## config.mk

```make
export PLATFORM = sky130hd
export DESIGN_NAME = rmls_top
export DESIGN_NICKNAME = d
export VERILOG_FILES = /design/src/rmls_pkg.sv /design/src/rmls_top.sv
export SDC_FILE = /design/constraint.sdc
export NUM_CORES = 1
export LEC_CHECK = 0
export ABC_AREA = 1
export BUFFER_PORTS_ARGS = -buffer_cell sky130_fd_sc_hd__clkbuf_2
export CAP_MARGIN = 20
export CORE_UTILIZATION = 33
export CTS_CLUSTER_SIZE = 24
export DETAILED_ROUTE_END_ITERATION = 10
export HOLD_SLACK_MARGIN = 0.08
export PLACE_DENSITY = 0.55
export SLEW_MARGIN = 20
export SYNTH_ARGS = -nofsm -noshare
export SYNTH_HDL_FRONTEND = slang
export SYNTH_SLANG_ARGS = --single-unit
```

## constraint.sdc

```tcl
create_clock -name mclk_i -period 2.08 [get_ports mclk_i]
set_input_delay 0.624 -clock mclk_i [delete_from_list [all_inputs] [get_ports mclk_i]]
set_output_delay 0.624 -clock mclk_i [all_outputs]
set_load 0.005 [all_outputs]
```

## src/rmls_pkg.sv

```systemverilog
// Package: constants and types for the receive mode, rate and lock status block
package rmls_pkg;
  // Rate select levels on the pin
  localparam logic RATE_HD      = 1'b0;
  localparam logic RATE_SD      = 1'b1;
  // Reset values
  localparam logic RST_LOCK     = 1'b0;
  localparam logic RST_FLAG     = 1'b0;
  localparam logic RST_MODE     = 1'b0;
  localparam logic RST_RATE     = 1'b1;
  localparam logic RST_MUTE     = 1'b1;
  localparam logic RST_DECODE   = 1'b0;
  localparam logic RST_PATH_A   = 1'b1;
  // Synchroniser idle: input A, carriers invalid, rate pin pulled up
  localparam logic [7:0] RST_SYNC = 8'h4D;
  // Output enable levels (low = driving)
  localparam logic OE_DRIVE     = 1'b0;
  localparam logic OE_RELEASE   = 1'b1;

  typedef enum logic [1:0] {
    RMLS_SMPTE  = 2'b00,
    RMLS_ASI    = 2'b01,
    RMLS_THRU   = 2'b10
  } rmls_mode_t;
endpackage

```

## src/rmls_top.sv

```systemverilog
// Mode, rate, lock and chroma ancillary status logic of the deserializer
// Operation
// [RULE1] Master select high: device drives mode/rate pins; low: host drives them.
// [RULE2] Mode and rate pins are inputs in slave mode, outputs in master mode.
// [RULE3] Master: mode pin high only while locked to compliant ASI stream.
// [RULE4] Slave: ASI reception only with mode high, rate high, processing select low.
// [RULE5] Slave with mode pin low: no ASI word alignment or decoding.
// [RULE6] Lock indicator high while locked to compliant data of current mode.
// [RULE7] HD: chroma anc flag follows anc detection in chroma stream.
// [RULE8] SD 20-bit: chroma anc flag follows chroma-stream anc detection only.
// [RULE9] SD 10-bit: chroma anc flag follows anc detected anywhere in stream.
// [RULE10] Master: rate pin low for either HD serial rate.
// [RULE11] Master: rate pin high for SD serial rate.
// [RULE12] Slave rate low: accept and lock only HD-rate signals.
// [RULE13] Slave rate high: accept and lock only SD-rate signals.
// [RULE14] Host resets device after setting and after changing slave rate.
// [RULE15] Selected input valid while its active-low carrier detect is low.
// [RULE16] Carrier detect high: input invalid, lock low, parallel outputs muted.
// [RULE17] Input select high picks input A and detect A; low picks B.
// [RULE18] Output drive on mode and rate pins released whenever slave selected.
`timescale 1ns/1ps
module rmls_top
  import rmls_pkg::*;
(
  // Clock and reset
  input  wire logic mclk_i,
  input  wire logic nrst_i,
  // Mode selection pins
  input  wire logic master_sel_i,
  input  wire logic input_select_i,
  input  wire logic smpte_processing_select_i,
  input  wire logic bus_width_select_i,
  // Carrier detect, active low
  input  wire logic carrier_detect_a_n_i,
  input  wire logic carrier_detect_b_n_i,
  // Two-way transport mode pin
  input  wire logic asi_mode_pin_i,
  output logic      asi_mode_pin_o,
  output logic      asi_mode_pin_oe_n_o,
  // Two-way rate select pin
  input  wire logic rate_select_pin_i,
  output logic      rate_select_pin_o,
  output logic      rate_select_pin_oe_n_o,
  // Core status from the receive datapath (same clock)
  input  wire logic rx_rate_sd_i,
  input  wire logic rx_rate_valid_i,
  input  wire logic rx_smpte_lock_i,
  input  wire logic rx_asi_lock_i,
  input  wire logic anc_chroma_i,
  input  wire logic anc_any_i,
  // Status and control outputs
  output logic      locked_o,
  output logic      chroma_anc_flag_o,
  output logic      output_mute_o,
  output logic      path_select_a_o,
  output logic      asi_decode_en_o,
  output logic      rate_is_sd_o
);
  import rmls_pkg::*;

  // Pin synchronisers
  // Reset to idle levels so no false mode or carrier follows reset
  logic [7:0] s1_q, s2_q;
  logic [7:0] pins;
  assign pins = {master_sel_i, input_select_i, smpte_processing_select_i,
                 bus_width_select_i, carrier_detect_a_n_i, carrier_detect_b_n_i,
                 asi_mode_pin_i, rate_select_pin_i};
  always_ff @(posedge mclk_i or negedge nrst_i) begin
    if (!nrst_i) begin
      s1_q <= RST_SYNC;
      s2_q <= RST_SYNC;
    end else begin
      s1_q <= pins;
      s2_q <= s1_q;
    end
  end

  logic master, sel_a, proc_sel, width20, cd_a_n, cd_b_n, host_asi, host_sd;
  assign {master, sel_a, proc_sel, width20, cd_a_n, cd_b_n, host_asi, host_sd} = s2_q;

  logic locked_q, locked_d, flag_q, flag_d, mute_q, mute_d, sela_q, sela_d;
  logic asi_q, asi_d, rate_q, rate_d, oe_q, oe_d, dec_q, dec_d, sd_q, sd_d;
  logic carrier_ok, rate_ok, cur_sd, mode_asi;
  rmls_mode_t mode;

  always_comb begin
    carrier_ok = sel_a ? !cd_a_n : !cd_b_n; // [RULE17] [RULE15]
    cur_sd     = master ? rx_rate_sd_i : host_sd;
    // Slave restricts lock to the configured rate
    rate_ok    = master ? rx_rate_valid_i
                        : (rx_rate_valid_i && (rx_rate_sd_i == host_sd)); // [RULE12] [RULE13]
    // Slave mode is host chosen; master follows detected lock
    mode_asi   = master ? rx_asi_lock_i
                        : (host_asi && host_sd && !proc_sel); // [RULE4] [RULE5]
    if (mode_asi)
      mode = RMLS_ASI;
    else if (!master && !proc_sel)
      mode = RMLS_THRU;
    else
      mode = RMLS_SMPTE;
    case (mode)
      RMLS_ASI:   locked_d = carrier_ok && rate_ok && rx_asi_lock_i; // [RULE6]
      RMLS_SMPTE: locked_d = carrier_ok && rate_ok && rx_smpte_lock_i; // [RULE6]
      default:    locked_d = 1'b0;
    endcase
    if (!carrier_ok)
      locked_d = 1'b0; // [RULE16]
    mute_d = !carrier_ok; // [RULE16]
    dec_d  = mode_asi && carrier_ok; // [RULE5]
    if (!cur_sd || width20)
      flag_d = anc_chroma_i && carrier_ok; // [RULE7] [RULE8]
    else
      flag_d = anc_any_i && carrier_ok; // [RULE9]
    asi_d  = master && carrier_ok && rate_ok && rx_asi_lock_i; // [RULE3]
    rate_d = rx_rate_sd_i ? RATE_SD : RATE_HD; // [RULE10] [RULE11]
    oe_d   = master ? OE_DRIVE : OE_RELEASE; // [RULE1] [RULE2] [RULE18]
    sela_d = sel_a;
    sd_d   = cur_sd;
  end

  always_ff @(posedge mclk_i or negedge nrst_i) begin
    if (!nrst_i) begin
      locked_q <= RST_LOCK;
      flag_q   <= RST_FLAG;
      mute_q   <= RST_MUTE;
      asi_q    <= RST_MODE;
      rate_q   <= RST_RATE;
      oe_q     <= OE_RELEASE;
      dec_q    <= RST_DECODE;
      sela_q   <= RST_PATH_A;
      sd_q     <= RST_RATE;
    end else begin
      locked_q <= locked_d;
      flag_q   <= flag_d;
      mute_q   <= mute_d;
      asi_q    <= asi_d;
      rate_q   <= rate_d;
      oe_q     <= oe_d;
      dec_q    <= dec_d;
      sela_q   <= sela_d;
      sd_q     <= sd_d;
    end
  end

  assign locked_o               = locked_q;
  assign chroma_anc_flag_o      = flag_q;
  assign output_mute_o          = mute_q;
  assign asi_mode_pin_o         = asi_q;
  assign rate_select_pin_o      = rate_q;
  assign asi_mode_pin_oe_n_o    = oe_q;
  assign rate_select_pin_oe_n_o = oe_q;
  assign asi_decode_en_o        = dec_q;
  assign path_select_a_o        = sela_q;
  assign rate_is_sd_o           = sd_q;

  // Pin direction
  a_oe_release: assert property (@(posedge mclk_i) disable iff (!nrst_i) // [RULE18]
    !master |=> rate_select_pin_oe_n_o && asi_mode_pin_oe_n_o)
    else $error("pin drive not released in slave mode");
  a_oe_drive: assert property (@(posedge mclk_i) disable iff (!nrst_i) // [RULE2]
    master |=> !asi_mode_pin_oe_n_o)
    else $error("pin not driven in master mode");
  a_rate_drive: assert property (@(posedge mclk_i) disable iff (!nrst_i) // [RULE1]
    master |=> !rate_select_pin_oe_n_o)
    else $error("rate pin not driven in master mode");

  // Mode and rate pins
  a_asi_pin_lock: assert property (@(posedge mclk_i) disable iff (!nrst_i) // [RULE3]
    asi_mode_pin_o |-> $past(rx_asi_lock_i) && $past(master))
    else $error("mode pin high without asi lock");
  a_asi_pin_low: assert property (@(posedge mclk_i) disable iff (!nrst_i) // [RULE3]
    (master && !rx_asi_lock_i) |=> !asi_mode_pin_o)
    else $error("mode pin not low without asi lock");
  a_rate_pin_hd: assert property (@(posedge mclk_i) disable iff (!nrst_i) // [RULE10]
    !rx_rate_sd_i |=> !rate_select_pin_o)
    else $error("rate pin not low for hd");
  a_rate_pin_sd: assert property (@(posedge mclk_i) disable iff (!nrst_i) // [RULE11]
    rx_rate_sd_i |=> rate_select_pin_o)
    else $error("rate pin not high for sd");

  // Lock, carrier and decode
  a_lock_carrier: assert property (@(posedge mclk_i) disable iff (!nrst_i) // [RULE16]
    !carrier_ok |=> !locked_o && output_mute_o)
    else $error("lock or mute wrong with carrier lost");
  a_mute_follow: assert property (@(posedge mclk_i) disable iff (!nrst_i) // [RULE15]
    carrier_ok |=> !output_mute_o)
    else $error("outputs muted with carrier present");
  a_path_follow: assert property (@(posedge mclk_i) disable iff (!nrst_i) // [RULE17]
    1'b1 |=> path_select_a_o == $past(sel_a))
    else $error("path select does not follow input select");
  a_slave_rate: assert property (@(posedge mclk_i) disable iff (!nrst_i) // [RULE12]
    (!master && rx_rate_sd_i != host_sd) |=> !locked_o)
    else $error("lock at wrong slave rate");
  a_slave_noasi: assert property (@(posedge mclk_i) disable iff (!nrst_i) // [RULE5]
    (!master && !host_asi) |=> !asi_decode_en_o)
    else $error("asi decode with mode pin low");
  a_slave_asi_on: assert property (@(posedge mclk_i) disable iff (!nrst_i) // [RULE4]
    (!master && host_asi && host_sd && !proc_sel && carrier_ok) |=> asi_decode_en_o)
    else $error("asi decode off in slave asi setup");
  a_thru_nolock: assert property (@(posedge mclk_i) disable iff (!nrst_i) // [RULE6]
    (!master && !proc_sel && !(host_asi && host_sd)) |=> !locked_o)
    else $error("lock reported in data-through");
  a_lock_smpte: assert property (@(posedge mclk_i) disable iff (!nrst_i) // [RULE6]
    (master && carrier_ok && rx_rate_valid_i && !rx_asi_lock_i)
    |=> locked_o == $past(rx_smpte_lock_i))
    else $error("lock wrong in master smpte");
  a_slave_lock_asi: assert property (@(posedge mclk_i) disable iff (!nrst_i) // [RULE4]
    (!master && host_asi && host_sd && !proc_sel && carrier_ok && rate_ok)
    |=> locked_o == $past(rx_asi_lock_i))
    else $error("lock wrong in slave asi");

  // Ancillary flag
  a_anc_10bit: assert property (@(posedge mclk_i) disable iff (!nrst_i) // [RULE9]
    (cur_sd && !width20 && carrier_ok) |=> chroma_anc_flag_o == $past(anc_any_i))
    else $error("anc flag wrong in sd 10-bit");
  a_anc_20bit: assert property (@(posedge mclk_i) disable iff (!nrst_i) // [RULE8]
    (cur_sd && width20 && carrier_ok) |=> chroma_anc_flag_o == $past(anc_chroma_i))
    else $error("anc flag wrong in sd 20-bit");
  a_anc_chroma: assert property (@(posedge mclk_i) disable iff (!nrst_i) // [RULE7]
    (!cur_sd && carrier_ok) |=> chroma_anc_flag_o == $past(anc_chroma_i))
    else $error("anc flag wrong in hd");

  c_master_lock: cover property (@(posedge mclk_i) disable iff (!nrst_i) master && locked_o);
  c_slave_asi: cover property (@(posedge mclk_i) disable iff (!nrst_i) !master && asi_decode_en_o);
  c_carrier_loss: cover property (@(posedge mclk_i) disable iff (!nrst_i) $fell(carrier_ok));
  c_anc_flag: cover property (@(posedge mclk_i) disable iff (!nrst_i) chroma_anc_flag_o);
  c_slave_refuse: cover property (@(posedge mclk_i) disable iff (!nrst_i)
    !master && rx_rate_valid_i && rx_rate_sd_i != host_sd);
endmodule

```

==> flow_metrics.env <==
export IMPL_initial_core_util_pct=35.5
export IMPL_synth_most_common_cell="nand2_1"
export IMPL_pin_count=26
export IMPL_gp_congestion=0.756
export IMPL_grt_pass1_vias=408
export IMPL_portBuffers=25
export IMPL_crit_chain="clkbuf_2"
export IMPL_cts_max_level=1
export IMPL_synth_area_um2=800
export IMPL_synthArstFlopShare_pct=100
export IMPL_r2r_start="s2_q[6]"
export IMPL_clkSlewWorstSetupHoldPaths_ns=0.12
export IMPL_crit_path_end_kind="primary output"
export IMPL_max_slew_margin_pct=63.1
export IMPL_die_area_um2=2620
export IMPL_peakVddDrop_uv=387
export IMPL_cts_sinks=25
export IMPL_synth_ff_type="dfstp_2"
export IMPL_p_sw_w=0.000162
export IMPL_rsz0062_at_grt="false"
export IMPL_cp_arrival_ns=0.94
export IMPL_start_kind="flip-flop"
export IMPL_critPathBufInv=1
export IMPL_drt_iter0_markers=3
export IMPL_drive_gt1_share_pct=50.6
export IMPL_drc=0
export IMPL_fin_skew_ns=0.00636
export IMPL_synth_warnings=0
export IMPL_pwr_share_comb_pct=7.5
export IMPL_critPathLaunch="asi_mode_pin_oe_n_o"
export IMPL_cp_slowest_stage_delay_ns=0.54
export IMPL_wl_per_cell_um=8.25
export IMPL_antenna_cells=0
export IMPL_maxCapViolations=0
export IMPL_synth_top_area_share_pct=42.7
export IMPL_synth_distinct_cells=13
export IMPL_via_count=465
export IMPL_grt_usage_pct=9.37
export IMPL_grt_pass1_wl_mm=1.69
export IMPL_num_rows=17
export IMPL_hold_viol_final=0
export IMPL_antenna_found_initial=0
export IMPL_synth_area_per_cell_um2=13.1
export IMPL_tightest_slew_ns=0.554
export IMPL_drtAntennaViolNets=0
export IMPL_core_um2=2250
export IMPL_areaGrowthSynthToFinish_pct=22.4
export IMPL_p_seq_share_pct=67.8
export IMPL_crit_fanout=2
export IMPL_synth_edff_count=0
export IMPL_min_period_ns=1.57
export IMPL_hold_path_class="primary input to async pin"
export IMPL_p_clk_share_pct=24.8
export IMPL_fin_nets=106
export IMPL_clock_root_buffer="clkbuf_4"
export IMPL_post_cts_resize_count=0
export IMPL_synth_area_leader_cell="dfstp_2"
export IMPL_cts_tree="done"
export IMPL_seq_area_frac_synth_pct=80.3
export IMPL_netlist_top_cells_area="dfstp_2 (43%), dfrtp_1 (38%), nand2_1 (6.6%)"
export IMPL_chipHeight_um=51.2
export IMPL_cts_setup_buffers=0
export IMPL_synthCells=61
export IMPL_final_max_slew_violation_count=0
export IMPL_drt_pass1_iter_count=4
export IMPL_synth_seq_cells=25
export IMPL_setup_viol=0
export IMPL_leakagePower_nw=0.501
export IMPL_die_x_um=51.2
export IMPL_yosys_top_cells_count="nand2_1 (14), dfstp_2 (13), dfrtp_1 (12), nor2_1 (8), inv_1 (5)"
export IMPL_clockBufferDepth=2
export IMPL_intPower_w=0.000624
export IMPL_grt_start_max_net_pins=26
export IMPL_crit_type="flip-flop to primary output"
export IMPL_switching_share_pct=20.6
export IMPL_numCtsBuffers=3
export IMPL_status="finished clean"
export IMPL_fmax_mhz=638
export IMPL_crit_family="flip-flops"
export IMPL_fillers=224
export IMPL_min_period_over_period_pct=75.4
export IMPL_clock_latency_ns=0.30
export IMPL_p_per_area_nw_per_um2=803
export IMPL_dp_final_hpwl_um=724
export IMPL_required_ns=1.46
export IMPL_wl_um=965
export IMPL_syn_nets=77
export IMPL_grt_overflow=0
export IMPL_setup_tns_ns=0
export IMPL_drt_vias_per_instance=3.97
export IMPL_cts_hold_buf=0
export IMPL_p_total_w=0.000785
export IMPL_cpMaxStageDelayCell="dfstp_2"
## power by group through the flow
stage / Sequential (W) / Clock, W / Combinational (W)
6_report: 0.000532 / 0.000194 / 0.0000588
5_1_grt: 0.000535 / 0.000240 / 0.0000690
4_1_cts: 0.000533 / 0.000209 / 0.0000605
3_5_place_dp: 0.000541 / 0 / 0.0000604
3_3_place_gp: 0.000540 / 0 / 0.0000592
2_1_floorplan: 0.000541 / 0 / 0.0000226
## layout by cell type, fill, tap and decap left out
cell	instances
nand3_2	1
a21oi_1	1
inv_2	1
nand2_1	14
clkbuf_4	3
nor2_1	8
o21a_1	1
clkbuf_2	25
nand2_2	2
o21ai_0	1
inv_1	5
dfstp_2	13
dfrtp_1	12
clkbuf_1	1
nand3_1	1
## metrics by stage
stage | area (um2) | instances | utilization (%) | hold WS (ns) | setup WS, ns
after floorplan | 800 | 61 | - | 0.328 | 0.845
after global placement | 952 | 113 | 42.2 | 0.333 | 0.854
after detailed placement | 952 | 113 | 42.2 | 0.335 | 0.849
after CTS | 978 | 117 | 43.4 | 0.293 | 0.489
after global routing | 978 | 117 | 43.4 | 0.304 | 0.441
final | 978 | 117 | 43.4 | 0.284 | 0.512
## routing by layer
layer	routed length, um	track usage, %	vias up
met4	7	6.76	0
met2	484	14.0	18
met5	0	0	-
met3	80	3.87	2
met1	393	10.7	207
li1	-	-	238
## area by class of cell
type                            instances  area [um2]  share of cell area, %
Tap cell                               28        35.0                   3.58
Sequential cell                        25         642                   65.6
Clock buffer                            4        26.3                   2.69
Timing Repair Buffer                   25         125                   12.8
Inverter                                6        22.5                   2.30
Multi-Input combinational cell         29         128                   13.0
## final timing paths
| kind | to | cells after the start | slack [ns] |
|---|---|---|---|
| min | locked_o | 1 | 0.28 |
| min reg2reg | s2_q[4] | 0 | 0.36 |
| max | asi_mode_pin_oe_n_o | 1 | 0.51 |
| min in group mclk_i | s2_q[4] | 0 | 0.36 |
| max in group asynchronous | s1_q[6] | 1 | 1.41 |
| max reg2reg | asi_mode_pin_o | 6 | 1.05 |
## cells by family (layout without fill, tap and decap cells)
kind of cell | after synthesis | in the layout | share of synthesized area (%)
flops | 25 | 25 | 80.3
compound gates | 3 | 3 | 2.19
simple gates | 26 | 26 | 13.8
buf+inv | 7 | 35 | 3.76
## state kept, by name, indices dropped and copies added, names as in the netlist
name                 cells
s1_q                     8
rate_select_pin_o        1
path_select_a_o          1
asi_decode_en_o          1
asi_mode_pin_oe_n_o      1
chroma_anc_flag_o        1
s2_q                     8
locked_o                 1
asi_mode_pin_o           1
output_mute_o            1
rate_is_sd_o             1
Power figures use the tool's default switching activity.
